**src/hw/spi_flash_params.svh**
```systemverilog
`ifndef SPI_FLASH_PARAMS_SVH
`define SPI_FLASH_PARAMS_SVH

// ****************************************
// Array geometry
// ****************************************
`define SF_SECTORS        2
`define SF_PAGES_PER_SEC  128
`define SF_PAGE_BYTES     256
`define SF_ADDR_W         16
`define SF_PAGE_LSB       8
`define SF_SECTOR_LSB     15
`define SF_PAGE_W         8
`define SF_COUNT_W        9

// ****************************************
// Reset values, guard codes and widths
// ****************************************
`define SF_GUARD_RST      2'h0
`define SF_GUARD_NONE     2'h0
`define SF_GUARD_ALL      2'h3
`define SF_TX_IDLE        8'hFF
`define SF_SYNC_W         3

// ****************************************
// Timing
// ****************************************
`define SF_SYS_CLK_MHZ    50
`define SF_HALF_NS        200
`define SF_HALF_CYC       ((`SF_HALF_NS * `SF_SYS_CLK_MHZ + 999) / 1000)

`endif

```
**src/hw/unused_none.sv**
```systemverilog
`timescale 1ns/100ps

```
**src/hw/spi_flash_pkg.sv**
```systemverilog
`include "spi_flash_params.svh"

package spi_flash_pkg;

   typedef logic [`SF_ADDR_W-1:0] sf_addr_t;

   typedef enum logic [3:0] {
      H_IDLE = 4'b0001,
      H_LOW  = 4'b0010,
      H_HIGH = 4'b0100,
      H_END  = 4'b1000
   } host_st_t;

   typedef struct packed {
      logic [`SF_SYNC_W-1:0] sclk_s;
      logic [`SF_SYNC_W-1:0] cs_s;
      logic [`SF_SYNC_W-1:0] dat_s;
      logic [`SF_SYNC_W-1:0] pause_s;
      logic [`SF_SYNC_W-1:0] wp_s;
      logic                  sclk_lv;
      logic                  cs_n_lv;
      logic                  pause_n_lv;
      logic                  wp_n_lv;
      logic                  armed;
      logic                  hold;
      logic                  rose;
      logic [2:0]            bitcnt;
      logic [7:0]            rx_sh;
      logic [7:0]            rx_byte;
      logic                  push;
      logic [7:0]            tx_sh;
      logic                  q;
      logic                  q_oe;
      logic                  taken;
      logic                  overrun;
      logic [1:0]            guard;
      sf_addr_t              addr;
   } dev_st_t;

   typedef struct packed {
      host_st_t              st;
      logic [7:0]            ph;
      logic [2:0]            bitn;
      logic [7:0]            sh;
      logic [7:0]            rx;
      logic [7:0]            rx_data;
      logic                  rx_valid;
      logic [`SF_SYNC_W-1:0] miso_s;
      logic                  miso_lv;
      logic                  cpol;
      logic                  sclk;
      logic                  cs_n;
      logic                  mosi;
      logic                  pause_n;
   } host_reg_t;

   function automatic logic f_sector(input sf_addr_t a);
      return a[`SF_SECTOR_LSB];
   endfunction : f_sector

   function automatic logic [`SF_PAGE_W-1:0] f_page(input sf_addr_t a);
      return a[`SF_ADDR_W-1:`SF_PAGE_LSB];
   endfunction : f_page

   // Level after the second and third stages agree; else the old level
   function automatic logic f_agree(input logic [`SF_SYNC_W-1:0] s, input logic lv);
      return (s[1] == s[2]) ? s[2] : lv;
   endfunction : f_agree

endpackage : spi_flash_pkg

```
**src/hw/spi_flash_if.sv**
```systemverilog
`timescale 1ns/100ps

interface spi_flash_if;
   logic sclk;
   logic cs_n;
   logic mosi;
   logic pause_n;
   logic wp_n;
   logic miso_o;
   logic miso_oe;
   logic miso_line;

   // Undriven data line reads high, as through a pull-up
   assign miso_line = miso_oe ? miso_o : 1'b1;

   modport dev (
      input  sclk,
      input  cs_n,
      input  mosi,
      input  pause_n,
      input  wp_n,
      output miso_o,
      output miso_oe
   );

   modport host (
      output sclk,
      output cs_n,
      output mosi,
      output pause_n,
      output wp_n,
      input  miso_line
   );
endinterface : spi_flash_if

```
**src/hw/two_entry_buf.sv**
```systemverilog
`timescale 1ns/100ps

module two_entry_buf #(
   parameter int W = 8,
   parameter int D = 2
) (
   input  wire logic         i_sys_clk,
   input  wire logic         i_rst,
   input  wire logic [W-1:0] i_in_data,
   input  wire logic         i_in_valid,
   output logic              o_in_ready,
   output logic [W-1:0]      o_out_data,
   output logic              o_out_valid,
   input  wire logic         i_out_ready
);
   localparam int AW = (D > 1) ? $clog2(D) : 1;

   typedef struct packed {
      logic [D-1:0][W-1:0] mem;
      logic [AW-1:0]       wp;
      logic [AW-1:0]       rp;
      logic [AW:0]         cnt;
   } buf_st_t;

   buf_st_t r_ff;
   buf_st_t nxt_r;
   logic    push;
   logic    pop;

   assign o_in_ready  = (r_ff.cnt != (AW+1)'(D));
   assign o_out_valid = (r_ff.cnt != '0);
   assign o_out_data  = r_ff.mem[r_ff.rp];
   assign push        = i_in_valid & o_in_ready;
   assign pop         = o_out_valid & i_out_ready;

   always_comb begin
      nxt_r = r_ff;
      if (push) begin
         nxt_r.mem[r_ff.wp] = i_in_data;
         nxt_r.wp = (r_ff.wp == AW'(D-1)) ? '0 : r_ff.wp + 1'b1;
      end
      if (pop) begin
         nxt_r.rp = (r_ff.rp == AW'(D-1)) ? '0 : r_ff.rp + 1'b1;
      end
      nxt_r.cnt = r_ff.cnt + (AW+1)'(push) - (AW+1)'(pop);
   end

   always_ff @(posedge i_sys_clk) begin
      if (i_rst) begin
         r_ff <= '0;
      end else begin
         r_ff <= nxt_r;
      end
   end
endmodule : two_entry_buf

```
**src/hw/flash_dev_end.sv**
```systemverilog
// Behaviour
// - Shift output bit after each serial falling edge that follows a rising edge
// - Capture input bit on each serial rising edge
// - Chip enable high: deselected, output floated
// - Standby only when deselected and not busy
// - Chip enable low selects, active power mode
// - No instruction before first chip enable fall
// - Pause floats output, ignores clock and data
// - Master pauses only while device selected
// - Protect input freezes the area guard bits
// - Support polarity/phase 0/0 and 1/1 only
// - Two sectors of 128 pages each, 256-byte pages
// - Page program writes 1 to 256 bytes
// - Erase whole array or one sector
// - Master selects only one device at once
// - Pause starts/ends with serial clock low
// - Pause never aborts a running internal cycle
`timescale 1ns/100ps

module flash_dev_end
   import spi_flash_pkg::*;
(
   input  wire logic                  i_sys_clk,
   input  wire logic                  i_rst,
   spi_flash_if.dev                   link,
   output logic [7:0]                 o_rx_data,
   output logic                       o_rx_valid,
   input  wire logic                  i_rx_ready,
   output logic                       o_rx_overrun,
   input  wire logic [7:0]            i_tx_data,
   output logic                       o_tx_taken,
   input  wire logic                  i_busy,
   output logic                       o_selected,
   output logic                       o_active,
   output logic                       o_standby,
   output logic                       o_armed,
   output logic                       o_paused,
   input  wire logic                  i_guard_wr,
   input  wire logic [1:0]            i_guard_val,
   output logic [1:0]                 o_area_guard,
   output logic                       o_guard_frozen,
   input  wire logic                  i_addr_load,
   input  wire logic [`SF_ADDR_W-1:0] i_addr,
   input  wire logic                  i_addr_step,
   output logic [`SF_ADDR_W-1:0]      o_addr,
   output logic                       o_sector,
   output logic [`SF_PAGE_W-1:0]      o_page,
   output logic                       o_prog_ok,
   output logic                       o_sector_erase_ok,
   output logic                       o_bulk_erase_ok
);

   // ****************************************
   // State
   // ****************************************
   dev_st_t r_ff;
   dev_st_t nxt_r;
   logic    buf_in_ready;
   logic    sclk_now;
   logic    cs_n_now;
   logic    pause_n_now;
   logic    rise;
   logic    fall;
   logic    sel;
   logic    live;

   // ****************************************
   // Edge finding on the sampled pins
   // ****************************************
   always_comb begin
      sclk_now    = f_agree(r_ff.sclk_s, r_ff.sclk_lv);
      cs_n_now    = f_agree(r_ff.cs_s, r_ff.cs_n_lv);
      pause_n_now = f_agree(r_ff.pause_s, r_ff.pause_n_lv);
      // Edge usage is the same whatever level the clock idles at
      rise        = sclk_now & ~r_ff.sclk_lv;
      fall        = ~sclk_now & r_ff.sclk_lv;
      sel         = ~cs_n_now;
      // Nothing is decoded before the first select edge, nor while paused
      live        = sel & r_ff.armed & ~r_ff.hold;
   end

   // ****************************************
   // Next state
   // ****************************************
   always_comb begin
      nxt_r            = r_ff;
      nxt_r.sclk_s     = {r_ff.sclk_s[1:0], link.sclk};
      nxt_r.cs_s       = {r_ff.cs_s[1:0], link.cs_n};
      nxt_r.dat_s      = {r_ff.dat_s[1:0], link.mosi};
      nxt_r.pause_s    = {r_ff.pause_s[1:0], link.pause_n};
      nxt_r.wp_s       = {r_ff.wp_s[1:0], link.wp_n};
      nxt_r.sclk_lv    = sclk_now;
      nxt_r.cs_n_lv    = cs_n_now;
      nxt_r.pause_n_lv = pause_n_now;
      nxt_r.wp_n_lv    = f_agree(r_ff.wp_s, r_ff.wp_n_lv);
      nxt_r.push       = 1'b0;
      nxt_r.taken      = 1'b0;

      // While selected, pause changes state only while the clock is low; a pause requested
      // with the clock high waits for its next low phase.
      if (!sel) begin
         nxt_r.hold = 1'b0;
      end else if (!sclk_now) begin
         nxt_r.hold = ~pause_n_now;
      end

      if (r_ff.cs_n_lv && sel) begin
         nxt_r.armed = 1'b1;
      end

      if (!sel) begin
         // Deselect drops any partial byte so the next select is clean
         nxt_r.bitcnt  = 3'h0;
         nxt_r.rose    = 1'b0;
         nxt_r.rx_sh   = 8'h00;
         nxt_r.overrun = 1'b0;
         nxt_r.tx_sh   = i_tx_data;
         nxt_r.q       = i_tx_data[7];
         if (r_ff.cs_n_lv == 1'b0) begin
            nxt_r.taken = 1'b0;
         end
      end else if (live) begin
         if (rise) begin
            nxt_r.rx_sh  = {r_ff.rx_sh[6:0], r_ff.dat_s[2]};
            nxt_r.bitcnt = r_ff.bitcnt + 3'h1;
            nxt_r.rose   = 1'b1;
            if (r_ff.bitcnt == 3'h7) begin
               nxt_r.rx_byte = {r_ff.rx_sh[6:0], r_ff.dat_s[2]};
               nxt_r.push    = 1'b1;
               if (!buf_in_ready) begin
                  nxt_r.overrun = 1'b1;
               end
            end
         end
         // A falling edge before any rising one is the idle-high
         // clock leaving its rest level and shifts nothing.
         if (fall && r_ff.rose) begin
            if (r_ff.bitcnt == 3'h0) begin
               nxt_r.tx_sh = i_tx_data;
               nxt_r.q     = i_tx_data[7];
               nxt_r.taken = 1'b1;
            end else begin
               nxt_r.tx_sh = {r_ff.tx_sh[6:0], 1'b1};
               nxt_r.q     = r_ff.tx_sh[6];
            end
         end
      end

      // The select edge itself hands the first byte to the shifter
      if (r_ff.cs_n_lv && sel) begin
         nxt_r.taken = 1'b1;
      end

      // Output driven only when selected and not paused
      nxt_r.q_oe = sel & ~nxt_r.hold;

      // While the protect input is low the guard bits cannot change
      if (i_guard_wr && nxt_r.wp_n_lv) begin
         nxt_r.guard = i_guard_val;
      end

      // Address steps wrap inside the page: one program covers 1..256 bytes
      if (i_addr_load) begin
         nxt_r.addr = i_addr;
      end else if (i_addr_step) begin
         nxt_r.addr[`SF_PAGE_LSB-1:0] = r_ff.addr[`SF_PAGE_LSB-1:0] + 8'h01;
      end
   end

   always_ff @(posedge i_sys_clk) begin
      if (i_rst) begin
         r_ff            <= '0;
         r_ff.sclk_s     <= '0;
         r_ff.cs_s       <= '1;
         r_ff.pause_s    <= '1;
         r_ff.wp_s       <= '1;
         r_ff.cs_n_lv    <= 1'b1;
         r_ff.pause_n_lv <= 1'b1;
         r_ff.wp_n_lv    <= 1'b1;
         r_ff.tx_sh      <= `SF_TX_IDLE;
         r_ff.q          <= 1'b1;
         r_ff.guard      <= `SF_GUARD_RST;
      end else begin
         r_ff <= nxt_r;
      end
   end

   // ****************************************
   // Received byte buffer
   // ****************************************
   two_entry_buf #(
      .W (8),
      .D (2)
   ) u_rx_buf (
      .i_sys_clk   (i_sys_clk),
      .i_rst       (i_rst),
      .i_in_data   (r_ff.rx_byte),
      .i_in_valid  (r_ff.push),
      .o_in_ready  (buf_in_ready),
      .o_out_data  (o_rx_data),
      .o_out_valid (o_rx_valid),
      .i_out_ready (i_rx_ready)
   );

   // ****************************************
   // Outputs
   // ****************************************
   assign link.miso_o       = r_ff.q;
   assign link.miso_oe      = r_ff.q_oe;
   assign o_rx_overrun      = r_ff.overrun;
   assign o_tx_taken        = r_ff.taken;
   assign o_selected        = ~r_ff.cs_n_lv;
   // An internal cycle keeps running through a pause or a deselect
   assign o_active          = ~r_ff.cs_n_lv | i_busy;
   assign o_standby         = r_ff.cs_n_lv & ~i_busy;
   assign o_armed           = r_ff.armed;
   assign o_paused          = r_ff.hold;
   assign o_area_guard      = r_ff.guard;
   assign o_guard_frozen    = ~r_ff.wp_n_lv;
   assign o_addr            = r_ff.addr;
   assign o_sector          = f_sector(r_ff.addr);
   assign o_page            = f_page(r_ff.addr);
   assign o_prog_ok         = (r_ff.guard != `SF_GUARD_ALL);
   assign o_sector_erase_ok = (r_ff.guard != `SF_GUARD_ALL);
   assign o_bulk_erase_ok   = (r_ff.guard == `SF_GUARD_NONE);

endmodule : flash_dev_end

```
**src/flat_wrapper.sv**
```systemverilog
// flat-port wrapper written by rule: the top's interface ports become plain ports
module flash_dev_end_flat import spi_flash_pkg::*;
  (i_sys_clk, i_rst, o_rx_data, o_rx_valid, i_rx_ready, o_rx_overrun, i_tx_data, o_tx_taken, i_busy, o_selected, o_active, o_standby, o_armed, o_paused, i_guard_wr, i_guard_val, o_area_guard, o_guard_frozen, i_addr_load, i_addr, i_addr_step, o_addr, o_sector, o_page, o_prog_ok, o_sector_erase_ok, o_bulk_erase_ok, link_sclk, link_cs_n, link_mosi, link_pause_n, link_wp_n, link_miso_o, link_miso_oe);
  spi_flash_if link_i ();
  input  wire logic i_sys_clk;
  input  wire logic i_rst;
  output logic [7:0] o_rx_data;
  output logic o_rx_valid;
  input  wire logic i_rx_ready;
  output logic o_rx_overrun;
  input  wire logic [7:0] i_tx_data;
  output logic o_tx_taken;
  input  wire logic i_busy;
  output logic o_selected;
  output logic o_active;
  output logic o_standby;
  output logic o_armed;
  output logic o_paused;
  input  wire logic i_guard_wr;
  input  wire logic [1:0] i_guard_val;
  output logic [1:0] o_area_guard;
  output logic o_guard_frozen;
  input  wire logic i_addr_load;
  input  wire logic [`SF_ADDR_W-1:0] i_addr;
  input  wire logic i_addr_step;
  output logic [`SF_ADDR_W-1:0] o_addr;
  output logic o_sector;
  output logic [`SF_PAGE_W-1:0] o_page;
  output logic o_prog_ok;
  output logic o_sector_erase_ok;
  output logic o_bulk_erase_ok;
  input wire logic [$bits(link_i.sclk)-1:0] link_sclk;
  input wire logic [$bits(link_i.cs_n)-1:0] link_cs_n;
  input wire logic [$bits(link_i.mosi)-1:0] link_mosi;
  input wire logic [$bits(link_i.pause_n)-1:0] link_pause_n;
  input wire logic [$bits(link_i.wp_n)-1:0] link_wp_n;
  output wire logic [$bits(link_i.miso_o)-1:0] link_miso_o;
  output wire logic [$bits(link_i.miso_oe)-1:0] link_miso_oe;
  assign link_i.sclk = link_sclk;
  assign link_i.cs_n = link_cs_n;
  assign link_i.mosi = link_mosi;
  assign link_i.pause_n = link_pause_n;
  assign link_i.wp_n = link_wp_n;
  assign link_miso_o = link_i.miso_o;
  assign link_miso_oe = link_i.miso_oe;
  flash_dev_end u_core (.i_sys_clk(i_sys_clk), .i_rst(i_rst), .link(link_i), .o_rx_data(o_rx_data), .o_rx_valid(o_rx_valid), .i_rx_ready(i_rx_ready), .o_rx_overrun(o_rx_overrun), .i_tx_data(i_tx_data), .o_tx_taken(o_tx_taken), .i_busy(i_busy), .o_selected(o_selected), .o_active(o_active), .o_standby(o_standby), .o_armed(o_armed), .o_paused(o_paused), .i_guard_wr(i_guard_wr), .i_guard_val(i_guard_val), .o_area_guard(o_area_guard), .o_guard_frozen(o_guard_frozen), .i_addr_load(i_addr_load), .i_addr(i_addr), .i_addr_step(i_addr_step), .o_addr(o_addr), .o_sector(o_sector), .o_page(o_page), .o_prog_ok(o_prog_ok), .o_sector_erase_ok(o_sector_erase_ok), .o_bulk_erase_ok(o_bulk_erase_ok));
endmodule
```
**config.mk**
```make
export PLATFORM = sky130hd
export DESIGN_NAME = flash_dev_end_flat
export DESIGN_NICKNAME = d
export VERILOG_FILES = /design/src/hw/unused_none.sv /design/src/hw/spi_flash_pkg.sv /design/src/hw/spi_flash_if.sv /design/src/hw/two_entry_buf.sv /design/src/hw/flash_dev_end.sv /design/src/flat_wrapper.sv
export VERILOG_INCLUDE_DIRS = /design/src /design/src/hw
export SDC_FILE = /design/constraint.sdc
export NUM_CORES = 1
export LEC_CHECK = 0
export ABC_AREA = 1
export BUFFER_PORTS_ARGS = -buffer_cell sky130_fd_sc_hd__buf_2
export CORE_MARGIN = 8
export CORE_UTILIZATION = 48
export DETAILED_ROUTE_END_ITERATION = 10
export PLACE_DENSITY = 0.73
export RECOVER_POWER = 25
export SLEW_MARGIN = 5
export SYNTH_ARGS = -nofsm -noshare
export SYNTH_HDL_FRONTEND = slang
export SYNTH_SLANG_ARGS = --single-unit
```
**constraint.sdc**
```tcl
create_clock -name i_sys_clk -period 1.6 [get_ports i_sys_clk]
set_input_delay 0.32 -clock i_sys_clk [delete_from_list [all_inputs] [get_ports i_sys_clk]]
set_output_delay 0.32 -clock i_sys_clk [all_outputs]
set_load 0.005 [all_outputs]
```
# After elaboration in Yosys (flattened, before gate mapping)
# Cells that the tools add are included.
[totals]
register_bits = 90
latch_bits = 0
ram_bits = 0
rom_bits = 0
in_bits = 38
out_inout_bits = 49
wordCells = 110
n_memories = 0
[op_classes]
addsub = 6
mul = 0
n_div = 0
magnitude_cmp = 3
n_eq_ne = 7
n_shift = 0
mux = 28
n_bitwise = 21
reduce_logical = 16
[ops]
columns = ["cell", "n"]
rows = [
  ["two-way mux 8 bit", 9],
  ["bitwise mux 16 bit", 1],
  ["two-way mux 1 bit", 15],
  ["NOT 1 bit", 12],
  ["adder 8 x 1 -> 8 bit (second input constant)", 1],
  ["bitwise AND 1 bit", 8],
  ["demux 8 bit (select 1 bit)", 1],
  ["AND reduction 4 bit", 2],
  ["nonzero test 2 bit", 4],
  ["equality test 1 bit", 4],
  ["logical AND 1 bit", 4],
  ["< comparator 1 x 2 -> 1 bit (second input constant)", 2],
  ["two-way mux 2 bit", 2],
  ["inequality test 2 bit (second input constant)", 2],
  ["AND reduction 2 bit", 2],
  ["OR reduction 4 bit", 1],
  ["adder 3 x 1 -> 3 bit (second input constant)", 1],
  ["equality test 3 bit (second input constant)", 1],
  ["logical NOT 3 bit", 1],
  ["adder 1 bit (second input constant)", 2],
  ["adder 2 x 1 -> 2 bit", 1],
  ["logical NOT 2 bit", 1],
  ["OR reduction 2 bit", 1],
  ["subtractor 2 x 1 -> 2 bit", 1],
  ["other kinds (2)", 2],
]

# Logic depth before layout (Yosys ltp)
[logic_depth]
depth_word = 9
ltp_mapped = 10
ltp_nobuf = 10

# Cells and area by module
# Synthesis repeated with hierarchy kept, for this count alone.
[hier_totals]
hier_cells = 544
area_unflattened_um2 = 3997.6
[by_module_without_submodules]
columns = ["mod", "n_inst", "cells_each", "area_each_um2", "seq_area_each_um2"]
rows = [
  ["flash_dev_end", 1, 408, 3054.2, 1401.3],
  ["two_entry_buf", 1, 136, 943.4, 400.4],
]

# Worst setup path after synthesis
# OpenSTA, ideal clock, no wires.
[synth_timing]
path_type = "flip-flop to flip-flop"
from = "register u_core.u_rx_buf.r_ff[0] (netlist name)"
to = "register u_core.u_rx_buf.r_ff[1] (netlist name)"
setup_ns = 0.121
t_arrival_ns = 1.611
required_time_ns = 1.479
slack_ns = -0.131
stages_incl_launch_ff = 11
path_buffers = 1
synth_period_minus_slack_ns = 1.731
path_cell_list = "dfxtp_1 -> inv_1 -> a21boi_0 -> buf_2 -> inv_1 -> ha_1 -> inv_1 -> ha_1 -> xnor2_1 -> o21ai_0 -> a21oi_1"
[synth_between]
elab_chain_cells = 4
elab_cells_between_ends = 6
classes_between = "add/sub (2); eq/ne (1); bitwise (2); reduce/logical (1)"
[synth_lines]
columns = ["item", "line_no", "text"]
rows = [
  ["start: declaration", "two_entry_buf.sv:25", "buf_st_t r_ff;"],
  ["start signal: assignment", "two_entry_buf.sv:52", "r_ff <= nxt_r;"],
  ["inequality test 2 bit", "two_entry_buf.sv:30", "assign o_in_ready = (r_ff.cnt != (AW+1)'(D));"],
  ["bitwise AND 1 bit", "two_entry_buf.sv:33", "assign push = i_in_valid & o_in_ready;"],
  ["adder 2 x 1 -> 2 bit", "two_entry_buf.sv:45", "nxt_r.cnt = r_ff.cnt + (AW+1)'(push) - (AW+1)'(pop);"],
  ["subtractor 2 x 1 -> 2 bit *", "two_entry_buf.sv:45", ""],
]
# Every way passes the cells marked *; elsewhere a longest branch is shown, timed or not.
# A chain may end at the register's enable or synchronous reset.

# Worst setup path in the final report
# Ends and elaborated chain as after synthesis.

==> impl_metrics.py <==
metrics = {
    "setup_path": {
        "cp_max_fo": 3,
        "cp.required_ns": 1.88,
        "cpLargestDelayFamily": "adder cells",
        "slowest_delay_ns": 0.36,
        "cp-startpoint": "u_core.u_rx_buf.r_ff[0]$_SDFF_PP0_",
        "cp-end-kind": "flop",
        "crit-reg2reg-launch": "u_core.u_rx_buf.r_ff[0]$_SDFF_PP0_",
        "worstSetupStartpointType": "flop",
        "arrival_ns": 1.79,
        "slowest_stage": "dfxtp_2",
        "ff2ff_setup_slack_ns": 0.09,
        "path_class": "flop to flop",
        "worstPathCellList": "inv_2 -> a21boi_2 -> inv_2 -> ha_4 -> inv_1 -> ha_2 -> xnor2_2 -> o21ai_1 -> a21oi_1",
        "path_buf_inv": 3,
        "cp_common_cell": "inv_2",
    },
    "route": {
        "detailedRoute.firstPassIterationCount": 4,
        "wl_per_cell_um": 11.39,
        "drtIter0Drc": 132,
        "drt_wl_total_um": 7803,
        "vias": 3211,
        "drc": 0,
        "antenna_left": 0,
        "viasPerCell": 4.688,
    },
    "clock_network": {
        "cts_made_buffers": 9,
        "clk_latency_ns": 0.35,
        "path_clk_slew_ns": 0.09,
        "cts-root-buf": "clkbuf_8",
        "cts.sinks": 90,
        "htree_num_levels": 3,
        "cts.path.max_buffers": 2,
        "cts_tree": "yes",
    },
    "logic_synthesis": {
        "synthAdderAreaFrac_pct": 1.954,
        "synthXorXnorAreaFrac_pct": 0.9118,
        "synthMuxAreaShare_pct": 0,
        "synthesis.area_um2": 3842,
        "synth-edff-count": 0,
        "synth_seq_cells": 90,
        "synth_top_family_by_area": "simple AND/OR/NAND/NOR gates",
        "synth_warnings": 0,
        "synth.distinct_cells": 31,
        "synthSimpleGateAreaFrac_pct": 25.99,
        "ys_seq_area_share_pct": 46.89,
        "synth.avg_cell_area_um2": 7.534,
        "synth_cells": 510,
        "synth_ff_type": "dfxtp_1",
        "synth_compound_area_share_pct": 11.01,
        "syn-num-nets": 554,
        "synthArstFlopShare_pct": 0,
    },
    "worst_hold_path": {
        "hold_path_class": "input port to flop",
        "min-delay-start": "link_wp_n",
    },
    "timing": {
        "fin_tns_setup_ns": 0,
        "maxSlewViolCount": 0,
        "max_slew_margin_pct": 18.44,
        "finClkSkew_ns": 0.008513,
        "hold_viol": 0,
        "period_share_pct": 94.33,
        "worstMarginPinSlew_ns": 1.223,
        "finalCriticalPeriod_ns": 1.509,
        "fmax_mhz": 662.5,
        "setup_viol": 0,
    },
    "die": {
        "dieWidth_um": 105.5,
        "dieArea_um2": 11120,
        "num_rows": 32,
        "num_io_pins": 87,
        "die_h_um": 105.5,
        "start_util_pct": 49.72,
        "core_um2": 7727,
    },
    "global_route": {
        "antenna_found_initial": 0,
        "grt_use_total_pct": 14.14,
        "grt_pass1_wl_um": 13410,
        "grt_pass1_vias": 3069,
        "grt_overflow": 0,
        "grt_max_degree": 40,
    },
    "finish": {
        "syn_to_final_growth_pct": 15.50,
        "nFillCells": 742,
        "drive_gt1_share_pct": 24.70,
        "post-route-cell-area_um2": 4438,
        "utilization_pct": 57.43,
        "nNetsFinal": 622,
        "diodes": 0,
    },
    "placed_design": {
        "portBuffers": 86,
        "dp_hpwl_um": 5899,
        "place_area_um2": 4234,
        "globalplace.congestion": 0.7862,
    },
    "job": {
        "drv_cap": 0,
    },
    "status": {
        "status": "complete, no violations",
    },
    "power": {
        "p_per_area_nw_per_um2": 930.0,
        "peakVddDrop_mv": 0.4865,
        "leakage_nw": 2.046,
    },
}
-- cells by family after synthesis --
group | Yosys count
DFF | 90
AOI/OAI and AO/OA | 82
and+or+nand+nor | 226
xor gates and xnor gates | 4
buffers and inverters | 102
adders and majority gates | 6
-- final cells by class --
class	count	area [um2]	share of cell area (%)
flip-flops and latches	90	1808	40.74
multi-input cells	318	1563	35.21
repair buffers	102	549.3	12.38
inverters	57	214.0	4.821
well taps	102	127.6	2.876
clock buffers	9	123.9	2.791
clock inverters	7	52.55	1.184
-- stage by stage --
step           power, mW  instances  setup slack, ns  hold WS (ns)
2_1_floorplan      2.669        510        0.0008897        0.3883
3_3_place_gp       2.762        667          0.08786        0.3911
3_5_place_dp       2.780        667       -0.0008757        0.3948
4_1_cts            4.186        683          0.02814        0.1284
5_1_grt            4.351        685         -0.01481        0.1186
6_report           4.128        685          0.09068        0.1429
-- state kept, by name (all words and copies together), names as in the netlist --
register / flops
u_core.r_ff: 36
u_core.link.miso_o: 1
u_core.o_addr: 16
u_core.o_rx_overrun: 1
u_core.o_area_guard: 2
u_core.nxt_r: 10
u_core.u_rx_buf.r_ff: 20
u_core.o_paused: 1
u_core.o_tx_taken: 1
u_core.o_armed: 1
u_core.link.miso_oe: 1
-- what timing repair did --
item | CTS | global route
pin swaps | 0 | 3
buffers inserted | 0 | 2
hold buffers | 0 | 0
endpoints found under the setup margin | 9 | 6
gates cloned | 0 | 0
gates resized for setup | 2 | 6
-- cells in the mapped netlist (3+ instances only) --
master,n,area share (%)
a21oi_1,35,4.6
buf_4,27,5.3
buf_6,3,0.88
clkbuf_1,12,1.2
dfxtp_1,90,47
ha_1,6,2.0
inv_1,52,5.1
inv_2,4,0.39
nand2_1,104,10
nand2_2,3,0.49
nand3_1,44,5.7
nand4_1,6,0.98
nor2_1,56,5.5
o21ai_0,40,5.2
or2_2,7,1.1
xor2_1,3,0.68
-- layout by cell type, fill, tap and decap left out, drive strengths merged, types with 6 or more instances in the layout --
cell    synthesis  final
nand2         107    107
buf            33     97
dfxtp          90     90
inv            56     59
nor2           58     58
nand3          45     45
o21ai          42     42
a21oi          35     35
clkbuf         12     14
or2             7      7
nand4           7      7
ha              6      6
-- power by group --
part / internal, mW / switching, mW
Combinational: 0.163 / 0.185
Sequential: 2.32 / 0.0659
Clock: 0.578 / 0.819
-- metal layers --
layer | up-vias | part of all wire [%] | GRT usage [%]
li1 | 1732 | - | -
met1 | 1429 | 42 | 15.26
met2 | 43 | 53 | 25.54
met3 | 7 | 3.9 | 4.568
met4 | 0 | 1.0 | 4.485
met5 | - | 0 | 0
-- path summary, 6_finish.rpt --
kind,end,cells after the start
setup reg to reg,u_core.u_rx_buf.r_ff[1]$_SDFF_PP0_,9
hold reg to reg,u_core.r_ff[65]$_SDFF_PP0_,2
hold / removal,u_core.nxt_r[58]$_SDFF_PP1_,2
setup / recovery,u_core.u_rx_buf.r_ff[1]$_SDFF_PP0_,9
Note: power is estimated with default switching activity, not from simulation.
